**src/include/ldo_pkg.sv**
```systemverilog
// Package for the regulator mode and fault control block.
// Assumes a 32-bit APB register bus and a 20 MHz system clock.
package ldo_pkg;

  // Register byte offsets
  localparam logic [7:0] CTRL_OFFSET = 8'h00;
  localparam logic [7:0] VOLT_OFFSET = 8'h04;
  localparam logic [7:0] STATUS_OFFSET = 8'h08;
  localparam logic [7:0] IRQ_STATUS_OFFSET = 8'h0c;
  localparam logic [7:0] IRQ_MASK_OFFSET = 8'h10;

  // Control register fields
  localparam int CTRL_ENABLE_BIT = 0;
  localparam int CTRL_STBY_BIT = 1;
  localparam int CTRL_SLEEP_BIT = 2;
  localparam int CTRL_LPWR_BIT = 3;
  localparam int CTRL_SHDN_BIT = 4;
  localparam int CTRL_WIDTH = 5;

  // Status register fields
  localparam int STAT_ON_BIT = 0;
  localparam int STAT_LP_BIT = 1;
  localparam int STAT_ILIM_BIT = 2;

  // Interrupt status fields
  localparam int IRQ_FAULT_BIT = 0;
  localparam int IRQ_WIDTH = 1;

  // Reset values
  localparam logic [CTRL_WIDTH-1:0] CTRL_RESET = 5'h00;
  localparam logic [3:0] VOLT_RESET = 4'h0;
  localparam logic [IRQ_WIDTH-1:0] IRQ_MASK_RESET = 1'h1;

  // Voltage table: millivolts at code zero and per step
  localparam logic [11:0] VOLT_BASE_MV = 12'h708;
  localparam logic [11:0] VOLT_STEP_MV = 12'h064;

  // Power-management state codes
  typedef enum logic [1:0] {
    PM_RUN = 2'b00,
    PM_STANDBY = 2'b01,
    PM_SLEEP = 2'b10
  } ldo_pm_state_type;

  // Regulator operating mode
  typedef enum logic [1:0] {
    MODE_OFF = 2'b00,
    MODE_ON = 2'b01,
    MODE_LOWPWR = 2'b10
  } ldo_mode_type;

endpackage

```
**src/logic/ldo_volt_decode.sv**
```systemverilog
// Output voltage code to millivolt decoder.
// Assumes the code comes from a register on the same clock.
`timescale 1ns/1ps
module ldo_volt_decode #(
  parameter int CODE_WIDTH = 4
) (
  input wire logic [CODE_WIDTH-1:0] code,
  output logic [11:0] millivolts
);

  // Linear map from base in fixed steps
  always_comb begin
    millivolts = 12'(ldo_pkg::VOLT_BASE_MV + 12'(code) * ldo_pkg::VOLT_STEP_MV);
  end

endmodule // ldo_volt_decode

```
**src/logic/ldo_mode_fault_control.sv**
```systemverilog
// Mode and overcurrent fault control for the 400 mA linear regulator.
// Assumes APB on the system clock; overcurrent and power state come from outside and are synchronised.
//
// Functional notes
// - The 4-bit voltage code maps linearly from 1.80 V at 0000 in 0.10 V steps to 3.30 V at 1111.
// - In Run the regulator follows the enable bit alone, ignoring standby, sleep and low-power bits.
// - With enable set, Standby keeps it on only if standby keep-on is 1, Sleep only if sleep keep-on is 1.
// - Low-power operation only in Standby or Sleep, while on there and low-power select is 1.
// - Load current above the limit switches the regulator into current regulation.
// - With shutdown enable set, an overcurrent clears the enable bit and sets the fault flag together.
// - The fault mask bit suppresses the interrupt from the fault flag.
// - With shutdown enable clear, an overload leaves the regulator on in current limit.
// - Shutdown enable resets to 0 so no overload turns the regulator off until software sets it.
// - The fault flag is set on every overload whatever the shutdown enable bit.
`timescale 1ns/1ps
module ldo_mode_fault_control #(
  parameter int CODE_WIDTH = 4
) (
  input wire logic clock,
  input wire logic sys_rst,
  input wire logic psel,
  input wire logic penable,
  input wire logic pwrite,
  input wire logic [7:0] paddr,
  input wire logic [31:0] pwdata,
  output logic [31:0] prdata,
  output logic pready,
  output logic pslverr,
  input wire logic overcurrentPin,
  input wire logic [1:0] pmStatePin,
  output logic regulatorOn,
  output logic lowPowerMode,
  output logic currentLimit,
  output logic [CODE_WIDTH-1:0] outputVoltageCode,
  output logic [11:0] outputMillivolts,
  output logic faultIrq
);

  localparam int CTRL_W = ldo_pkg::CTRL_WIDTH;
  logic [CTRL_W-1:0] ctrl_reg;
  logic [CODE_WIDTH-1:0] volt_reg;
  logic [ldo_pkg::IRQ_WIDTH-1:0] irqStatus_reg;
  logic [ldo_pkg::IRQ_WIDTH-1:0] irqMask_reg;
  logic [1:0] ocSync_reg;
  logic [1:0] pmSync1_reg;
  logic [1:0] pmSync2_reg;
  logic [1:0] pmSync3_reg;
  logic [1:0] pmStable_reg;
  logic ocPrev_reg;
  logic [11:0] millivolts;
  logic regulatorEnable;
  logic standbyKeepOn;
  logic sleepKeepOn;
  logic lowPowerSelect;
  logic overcurrentShutdownEnable;
  logic overcurrent;
  logic overcurrentRise;
  logic wrAccess;
  logic rdAccess;
  logic addrOk;
  ldo_pkg::ldo_pm_state_type pmState;
  ldo_pkg::ldo_mode_type mode_next;
  logic [31:0] prdata_next;

  assign regulatorEnable = ctrl_reg[ldo_pkg::CTRL_ENABLE_BIT];
  assign standbyKeepOn = ctrl_reg[ldo_pkg::CTRL_STBY_BIT];
  assign sleepKeepOn = ctrl_reg[ldo_pkg::CTRL_SLEEP_BIT];
  assign lowPowerSelect = ctrl_reg[ldo_pkg::CTRL_LPWR_BIT];
  assign overcurrentShutdownEnable = ctrl_reg[ldo_pkg::CTRL_SHDN_BIT];
  assign overcurrent = ocSync_reg[1];
  assign overcurrentRise = overcurrent && !ocPrev_reg;
  assign pmState = ldo_pkg::ldo_pm_state_type'(pmStable_reg);
  assign wrAccess = psel && penable && pwrite;
  assign rdAccess = psel && !penable && !pwrite;
  assign addrOk = (paddr == ldo_pkg::CTRL_OFFSET) || (paddr == ldo_pkg::VOLT_OFFSET) ||
                  (paddr == ldo_pkg::STATUS_OFFSET) || (paddr == ldo_pkg::IRQ_STATUS_OFFSET) ||
                  (paddr == ldo_pkg::IRQ_MASK_OFFSET);

  // Synchronisers; power state taken once two samples agree
  always_ff @(posedge clock) begin
    if (sys_rst) begin
      ocSync_reg <= 2'h0;
      ocPrev_reg <= 1'b0;
      pmSync1_reg <= 2'h0;
      pmSync2_reg <= 2'h0;
      pmSync3_reg <= 2'h0;
      pmStable_reg <= ldo_pkg::PM_RUN;
    end else begin
      ocSync_reg <= {ocSync_reg[0], overcurrentPin};
      ocPrev_reg <= ocSync_reg[1];
      pmSync1_reg <= pmStatePin;
      pmSync2_reg <= pmSync1_reg;
      pmSync3_reg <= pmSync2_reg;
      if (pmSync2_reg == pmSync3_reg) begin
        pmStable_reg <= pmSync2_reg;
      end
    end
  end

  // Control register with automatic shutdown
  always_ff @(posedge clock) begin
    if (sys_rst) begin
      ctrl_reg <= ldo_pkg::CTRL_RESET;
    end else begin
      if (wrAccess && paddr == ldo_pkg::CTRL_OFFSET) begin
        ctrl_reg <= pwdata[CTRL_W-1:0];
      end
      if (overcurrent && overcurrentShutdownEnable) begin
        ctrl_reg[ldo_pkg::CTRL_ENABLE_BIT] <= 1'b0;
      end
    end
  end

  // Voltage code register
  always_ff @(posedge clock) begin
    if (sys_rst) begin
      volt_reg <= CODE_WIDTH'(ldo_pkg::VOLT_RESET);
    end else if (wrAccess && paddr == ldo_pkg::VOLT_OFFSET) begin
      volt_reg <= pwdata[CODE_WIDTH-1:0];
    end
  end

  // Sticky fault flag; a new overload wins over the clear
  always_ff @(posedge clock) begin
    if (sys_rst) begin
      irqStatus_reg <= '0;
    end else begin
      if (wrAccess && paddr == ldo_pkg::IRQ_STATUS_OFFSET) begin
        irqStatus_reg <= irqStatus_reg & ~pwdata[ldo_pkg::IRQ_WIDTH-1:0];
      end
      if (overcurrentRise) begin
        irqStatus_reg[ldo_pkg::IRQ_FAULT_BIT] <= 1'b1;
      end
    end
  end

  // Interrupt mask
  always_ff @(posedge clock) begin
    if (sys_rst) begin
      irqMask_reg <= ldo_pkg::IRQ_MASK_RESET;
    end else if (wrAccess && paddr == ldo_pkg::IRQ_MASK_OFFSET) begin
      irqMask_reg <= pwdata[ldo_pkg::IRQ_WIDTH-1:0];
    end
  end

  // Operating mode from power state and control bits
  always_comb begin
    mode_next = ldo_pkg::MODE_OFF;
    case (pmState)
      ldo_pkg::PM_RUN: begin
        if (regulatorEnable) begin
          mode_next = ldo_pkg::MODE_ON;
        end
      end
      ldo_pkg::PM_STANDBY: begin
        if (regulatorEnable && standbyKeepOn) begin
          mode_next = lowPowerSelect ? ldo_pkg::MODE_LOWPWR : ldo_pkg::MODE_ON;
        end
      end
      ldo_pkg::PM_SLEEP: begin
        if (regulatorEnable && sleepKeepOn) begin
          mode_next = lowPowerSelect ? ldo_pkg::MODE_LOWPWR : ldo_pkg::MODE_ON;
        end
      end
      default: begin
        mode_next = ldo_pkg::MODE_OFF;
      end
    endcase
  end

  // Regulator outputs
  always_ff @(posedge clock) begin
    if (sys_rst) begin
      regulatorOn <= 1'b0;
      lowPowerMode <= 1'b0;
      currentLimit <= 1'b0;
      outputVoltageCode <= CODE_WIDTH'(ldo_pkg::VOLT_RESET);
      outputMillivolts <= ldo_pkg::VOLT_BASE_MV;
    end else begin
      regulatorOn <= (mode_next != ldo_pkg::MODE_OFF);
      lowPowerMode <= (mode_next == ldo_pkg::MODE_LOWPWR);
      currentLimit <= overcurrent && (mode_next != ldo_pkg::MODE_OFF);
      outputVoltageCode <= volt_reg;
      outputMillivolts <= millivolts;
    end
  end

  ldo_volt_decode #(
    .CODE_WIDTH(CODE_WIDTH)
  ) u_decode (
    .code(volt_reg),
    .millivolts(millivolts)
  );

  // Interrupt output
  always_ff @(posedge clock) begin
    if (sys_rst) begin
      faultIrq <= 1'b0;
    end else begin
      faultIrq <= |(irqStatus_reg & ~irqMask_reg);
    end
  end

  // Read data mux
  always_comb begin
    prdata_next = 32'h0;
    case (paddr)
      ldo_pkg::CTRL_OFFSET: prdata_next[CTRL_W-1:0] = ctrl_reg;
      ldo_pkg::VOLT_OFFSET: prdata_next[CODE_WIDTH-1:0] = volt_reg;
      ldo_pkg::STATUS_OFFSET: begin
        prdata_next[ldo_pkg::STAT_ON_BIT] = regulatorOn;
        prdata_next[ldo_pkg::STAT_LP_BIT] = lowPowerMode;
        prdata_next[ldo_pkg::STAT_ILIM_BIT] = currentLimit;
      end
      ldo_pkg::IRQ_STATUS_OFFSET: prdata_next[ldo_pkg::IRQ_WIDTH-1:0] = irqStatus_reg;
      ldo_pkg::IRQ_MASK_OFFSET: prdata_next[ldo_pkg::IRQ_WIDTH-1:0] = irqMask_reg;
      default: prdata_next = 32'h0;
    endcase
  end

  // APB answer: ready in the first access cycle
  always_ff @(posedge clock) begin
    if (sys_rst) begin
      prdata <= 32'h0;
      pready <= 1'b0;
      pslverr <= 1'b0;
    end else begin
      pready <= psel && !penable;
      pslverr <= psel && !penable && !addrOk;
      if (rdAccess) begin
        prdata <= prdata_next;
      end
    end
  end
endmodule // ldo_mode_fault_control

```
**config.mk**
```make
export PLATFORM = sky130hd
export DESIGN_NAME = ldo_mode_fault_control
export DESIGN_NICKNAME = d
export VERILOG_FILES = /design/src/include/ldo_pkg.sv /design/src/logic/ldo_volt_decode.sv /design/src/logic/ldo_mode_fault_control.sv
export SDC_FILE = /design/constraint.sdc
export NUM_CORES = 1
export LEC_CHECK = 0
export BUFFER_PORTS_ARGS = -buffer_cell sky130_fd_sc_hd__buf_2
export CORE_MARGIN = 3
export CORE_UTILIZATION = 25
export CTS_BUF_LIST = sky130_fd_sc_hd__clkbuf_16
export DETAILED_ROUTE_END_ITERATION = 6
export GPL_TIMING_DRIVEN = 1
export SLEW_MARGIN = 10
export SYNTH_ARGS = -nofsm -noshare
export SYNTH_HDL_FRONTEND = slang
export SYNTH_SLANG_ARGS = --single-unit
```
**constraint.sdc**
```tcl
create_clock -name clock -period 3.2 [get_ports clock]
set_clock_uncertainty 0.05 [all_clocks]
set_input_delay 0.48 -clock clock [delete_from_list [all_inputs] [get_ports clock]]
set_output_delay 0.48 -clock clock [all_outputs]
set_load 0.03 [all_outputs]
```
Yosys cells after proc, flatten, opt, wreduce, memory -nomap -nowiden
Cells that the tools add are included. Widths: inputs -> output; s select.

Bits in registers: 49. Input bits: 48. Output and inout bits: 54. Logic and storage cells: 72.

Equal/unequal tests: 8. Muxes and demuxes: 11. Bitwise logic cells: 4. Add/sub/neg operators: 1. Reduce and logical (&&, ||, !) cells: 27. Multiply operators: 1.

Operators by type and width (number): $eq 8x4->1 const B (2); $logic_and 1x1->1 (14); $add 11x11->12 const A (1); $pmux 2 s3 (2); $mul 4x5->9 const B (1); $eq 8x3->1 const B (1); $eq 8x5->1 const B (1); $logic_not 8->1 (1); $mux 2 (3); $pmux 1 s5 (1); $eq 2x2->1 const B (2); $logic_not 1->1 (4); $logic_or 1x1->1 (4); $mux 1 (4); $reduce_bool 2->1 (2); $and 1x1->1 (2); $eq 2x1->1 const B (1); $eq 2x2->1 (1); $logic_not 2->1 (1); $not 1->1 (2); $pmux 1 s2 (1); $reduce_or 2->1 (1).

Logic depth before layout (Yosys ltp)
Word-level depth: 7. Depth in mapped cells: 9. Mapped depth without buffers: 9.

Modules after synthesis
Synthesis repeated with hierarchy kept, for this count alone.

Cells, all modules: 234. Area, all modules: 2297.2 um^2.

By module, submodules not included: ldo_mode_fault_control (cells an instance 195, area an instance 1968.1 um^2, sequential area each 980.9 um^2, times used 1); ldo_volt_decode (cells an instance 39, area an instance 329.1 um^2, sequential area each 0.0 um^2, times used 1).

Least setup slack after synthesis
OpenSTA, ideal clock, no wires.

Kind: input -> register. Start point: input port paddr[1]. End point: register ctrl_reg[0]. Arrival time: 2.019 ns. Stages: 6. Buffers on the path: 2. Setup time: 0.086 ns. Slack: 1.045 ns. Required time: 3.064 ns. Path through: or4_1 > buf_2 > or4_4 > buf_6 > mux2i_1 > a211oi_1.

Longest elaborated chain between the ends: 2.

Ends and longest elaborated chain: from (decl) (line ldo_mode_fault_control.sv:24) `input wire logic [7:0] paddr,`; $logic_not 8->1 (line ldo_mode_fault_control.sv:105) `if (wrAccess && paddr == ldo_pkg::CTRL_OFFSET) begin`; $logic_and 1x1->1 (line ldo_mode_fault_control.sv:105); to (signal assigned) (line ldo_mode_fault_control.sv:103) `ctrl_reg <= ldo_pkg::CTRL_RESET;`; to (signal assigned) (line ldo_mode_fault_control.sv:106) `ctrl_reg <= pwdata[CTRL_W-1:0];`; to (decl) (line ldo_mode_fault_control.sv:40) `logic [CTRL_W-1:0] ctrl_reg;`.

Every way passes these cells. A chain may end at the register's enable or synchronous reset.

Worst setup path after layout
Start point: register volt_reg[1]. End point: register outputMillivolts[9].

Longest elaborated chain between the ends: 2.

Ends and longest elaborated chain: from (decl) (line ldo_mode_fault_control.sv:41) `logic [CODE_WIDTH-1:0] volt_reg;`; from (signal assigned) (line ldo_mode_fault_control.sv:117) `volt_reg <= CODE_WIDTH'(ldo_pkg::VOLT_RESET);`; from (signal assigned) (line ldo_mode_fault_control.sv:119) `volt_reg <= pwdata[CODE_WIDTH-1:0];`; $mul 4x5->9 (line ldo_volt_decode.sv:13) `millivolts = 12'(ldo_pkg::VOLT_BASE_MV + 12'(code) * ldo_pkg::VOLT_STEP_MV);`; $add 11x11->12 (line ldo_volt_decode.sv:13); to (signal assigned) (line ldo_mode_fault_control.sv:178) `outputMillivolts <= ldo_pkg::VOLT_BASE_MV;`; to (signal assigned) (line ldo_mode_fault_control.sv:184) `outputMillivolts <= millivolts;`; to (decl) (line ldo_mode_fault_control.sv:35) `output logic [11:0] outputMillivolts,`.

Every way passes these cells.

==> flow_summary.json <==
{
  "status": "completed",
  "drt-wirelength-per-cell_um": 11.5,
  "overflow": 0,
  "totalNegativeSetupSlack_ns": 0,
  "vias": 1622,
  "drv_cap": 0,
  "antenna_found_initial": 1,
  "cts.path.max_buffers": 2,
  "cp_max_fo": 5,
  "p_comb_share_pct": 8.0,
  "synth_flop_cell": "dfxtp_1",
  "grt_pass1_vias": 1547,
  "sequentialPowerShare_pct": 45.9,
  "sw_frac_of_total_pct": 23.6,
  "synthCells": 234,
  "ant_nets": 0,
  "h-tree-depth": 2,
  "multi_input_area_um2": 1060,
  "power.internal_mw": 0.971,
  "worst_pin_slew_ns": 0.664,
  "ir_worst_vdd_uv": 208,
  "critPathLaunchType": "flop",
  "place.gp.congestion": 0.833,
  "postCtsHoldBufs": 0,
  "insertion_delay_ns": 0.29,
  "cts_tree": "built",
  "end_kind": "flop",
  "async_flop_share_pct": 0,
  "finalHoldViolCount": 0,
  "fin_crit_sh_pct": 68.4,
  "dieArea_um2": 9800,
  "drive_gt1_share_pct": 20.4,
  "portBuffers": 45,
  "postCtsSetupBuffers": 0,
  "die_h_um": 99.0,
  "power_density_nw_per_um2": 500,
  "largest_reg_flops": 9,
  "cts.sinks": 46,
  "io_pins": 102,
  "cts_resized": 0,
  "synthToLayoutAreaGrowth_pct": 17.5,
  "grt_max_degree": 31,
  "rsz0062_at_grt": "no",
  "dp_hpwl_mm": 3.45,
  "syn_area_um2": 2160,
  "power.switching_mw": 0.300,
  "dr.pass1.iters": 4,
  "setup_violations": 0,
  "grt_usage_pct": 9.13,
  "critPathArrivalTime_ns": 2.30,
  "die_x_um": 99.0,
  "start_util_pct": 26.0,
  "path_clk_slew_ns": 0.06,
  "final_nets": 336,
  "crit_required_ns": 3.31,
  "grt_pass1_wl_mm": 7.14,
  "pwr-share-clk_pct": 46.1,
  "synth-seq-cells": 46,
  "core_um2": 8300,
  "dr.first_iter.drc_count": 43,
  "power.leakage_nw": 1.22,
  "syn_avg_cell_area_um2": 9.23,
  "root_buffer": "clkbuf_16",
  "routed_wl_mm": 4.43,
  "synth-edff-count": 0,
  "ys_warn_count": 0,
  "via_per_inst": 4.22,
  "ys_seq_area_share_pct": 42.6,
  "finalCriticalPeriod_ns": 2.19,
  "slew_viol_final": 0,
  "fmax_ghz": 0.457,
  "relSlewSlack_pct": 55.7,
  "seqCellArea_um2": 921,
  "hold_class": "in -> reg",
  "post_synth_num_cell_types": 41,
  "crit_type": "reg -> reg",
  "final_util_pct": 30.6,
  "n_antenna_cell": 0,
  "num_rows": 33,
  "drc_errors": 0,
  "cts_buffers": 5,
  "fill_cells": 859
}
-- cell type report --
cell class | instances | area share (%)
inverters | 7 | 1.03
flip-flops and latches | 46 | 36.3
well taps | 105 | 5.17
repair buffers | 46 | 9.16
clock inverters | 3 | 1.77
multi-input cells | 172 | 41.7
clock buffers | 5 | 4.93
-- worst max-delay path: stages (launching register included) --
cell and delay [ns]:
dfxtp_1 0.41, ha_1 0.26, ha_1 0.24, fa_1 0.41, xor2_1 0.21, a41oi_1 0.25
xor2_1 0.16, nand2_1 0.06
-- final timing paths --
kind	start	to	slack, ns	depth (start not counted)
setup reg to reg	volt_reg[1]$_SDFFE_PP0P_	outputMillivolts[9]$_SDFF_PP1_	1.01	7
hold reg to reg	pmSync1_reg[1]$_SDFF_PP0_	pmSync2_reg[1]$_SDFF_PP0_	0.39	1
setup / recovery	volt_reg[1]$_SDFFE_PP0P_	outputMillivolts[9]$_SDFF_PP1_	1.01	7
hold / removal	overcurrentPin	ocSync_reg[0]$_SDFF_PP0_	0.35	2
-- metrics by stage --
step	power (mW)	instances	hold slack, ns	cell area (µm²)	setup slack, ns
after global placement	0.696	376	0.369	2370	0.945
after floorplan	0.698	262	0.361	2270	1.04
after detailed placement	0.697	376	0.373	2370	0.929
after CTS	1.29	384	0.342	2540	0.974
final	1.27	384	0.351	2540	1.01
after global routing	1.32	384	0.343	2540	0.860
-- cell usage in the layout (no fill, tap or decap), types with 6 or more instances in the layout --
| cell type | instances |
|---|---|
| buf_2 | 45 |
| conb_1 | 29 |
| dfxtp_1 | 46 |
| ha_1 | 9 |
| inv_1 | 7 |
| mux2i_1 | 8 |
| nand2_1 | 21 |
| nand3_1 | 6 |
| nor2_1 | 15 |
| nor2b_1 | 18 |
| o21ai_0 | 9 |
-- kinds of logic (layout without fill, tap and decap cells) --
kind of cell | Yosys count | count (layout) | synth area share (%)
compound gates | 33 | 33 | 10.4
xor+xnor | 9 | 9 | 3.65
fa+ha+maj | 10 | 10 | 6.14
buf+inv | 44 | 61 | 13.3
flops | 46 | 46 | 42.6
mux | 9 | 9 | 4.23
other cells | 1 | 29 | 0.174
simple gates | 82 | 82 | 19.6
-- synthesized netlist by cell type (all sizes together) (3+ instances only) --
cell type | instances | share of area, %
dfxtp | 46 | 43
buf | 32 | 11
nand2 | 21 | 3.6
nor2b | 18 | 5.2
nor2 | 15 | 2.6
ha | 9 | 5.2
o21ai | 9 | 2.1
mux2i | 8 | 3.7
inv | 7 | 1.2
nand3 | 6 | 1.4
a21o | 5 | 1.7
clkbuf | 5 | 0.87
xor2 | 5 | 2.0
a21oi | 4 | 0.93
and3 | 4 | 1.2
xnor2 | 4 | 1.6
a31oi | 3 | 0.87
nand4 | 3 | 0.87
nor3 | 3 | 0.69
-- metal layers --
metal | share of wire, % | track usage (%) | routed length (µm)
met1 | 42 | 9.92 | 1840
met2 | 50 | 16.1 | 2230
met3 | 7.1 | 2.97 | 314
met4 | 0.81 | 3.99 | 36
met5 | 0.16 | 0 | 7
-- power by group through the flow --
stage | combinational (mW) | sequential (mW) | clock, mW
finish | 0.102 | 0.583 | 0.586
global route | 0.110 | 0.583 | 0.629
CTS | 0.102 | 0.582 | 0.606
detailed placement | 0.101 | 0.596 | 0
global placement | 0.101 | 0.595 | 0
floorplan | 0.0997 | 0.598 | 0
(Power assumes the default switching activity.)
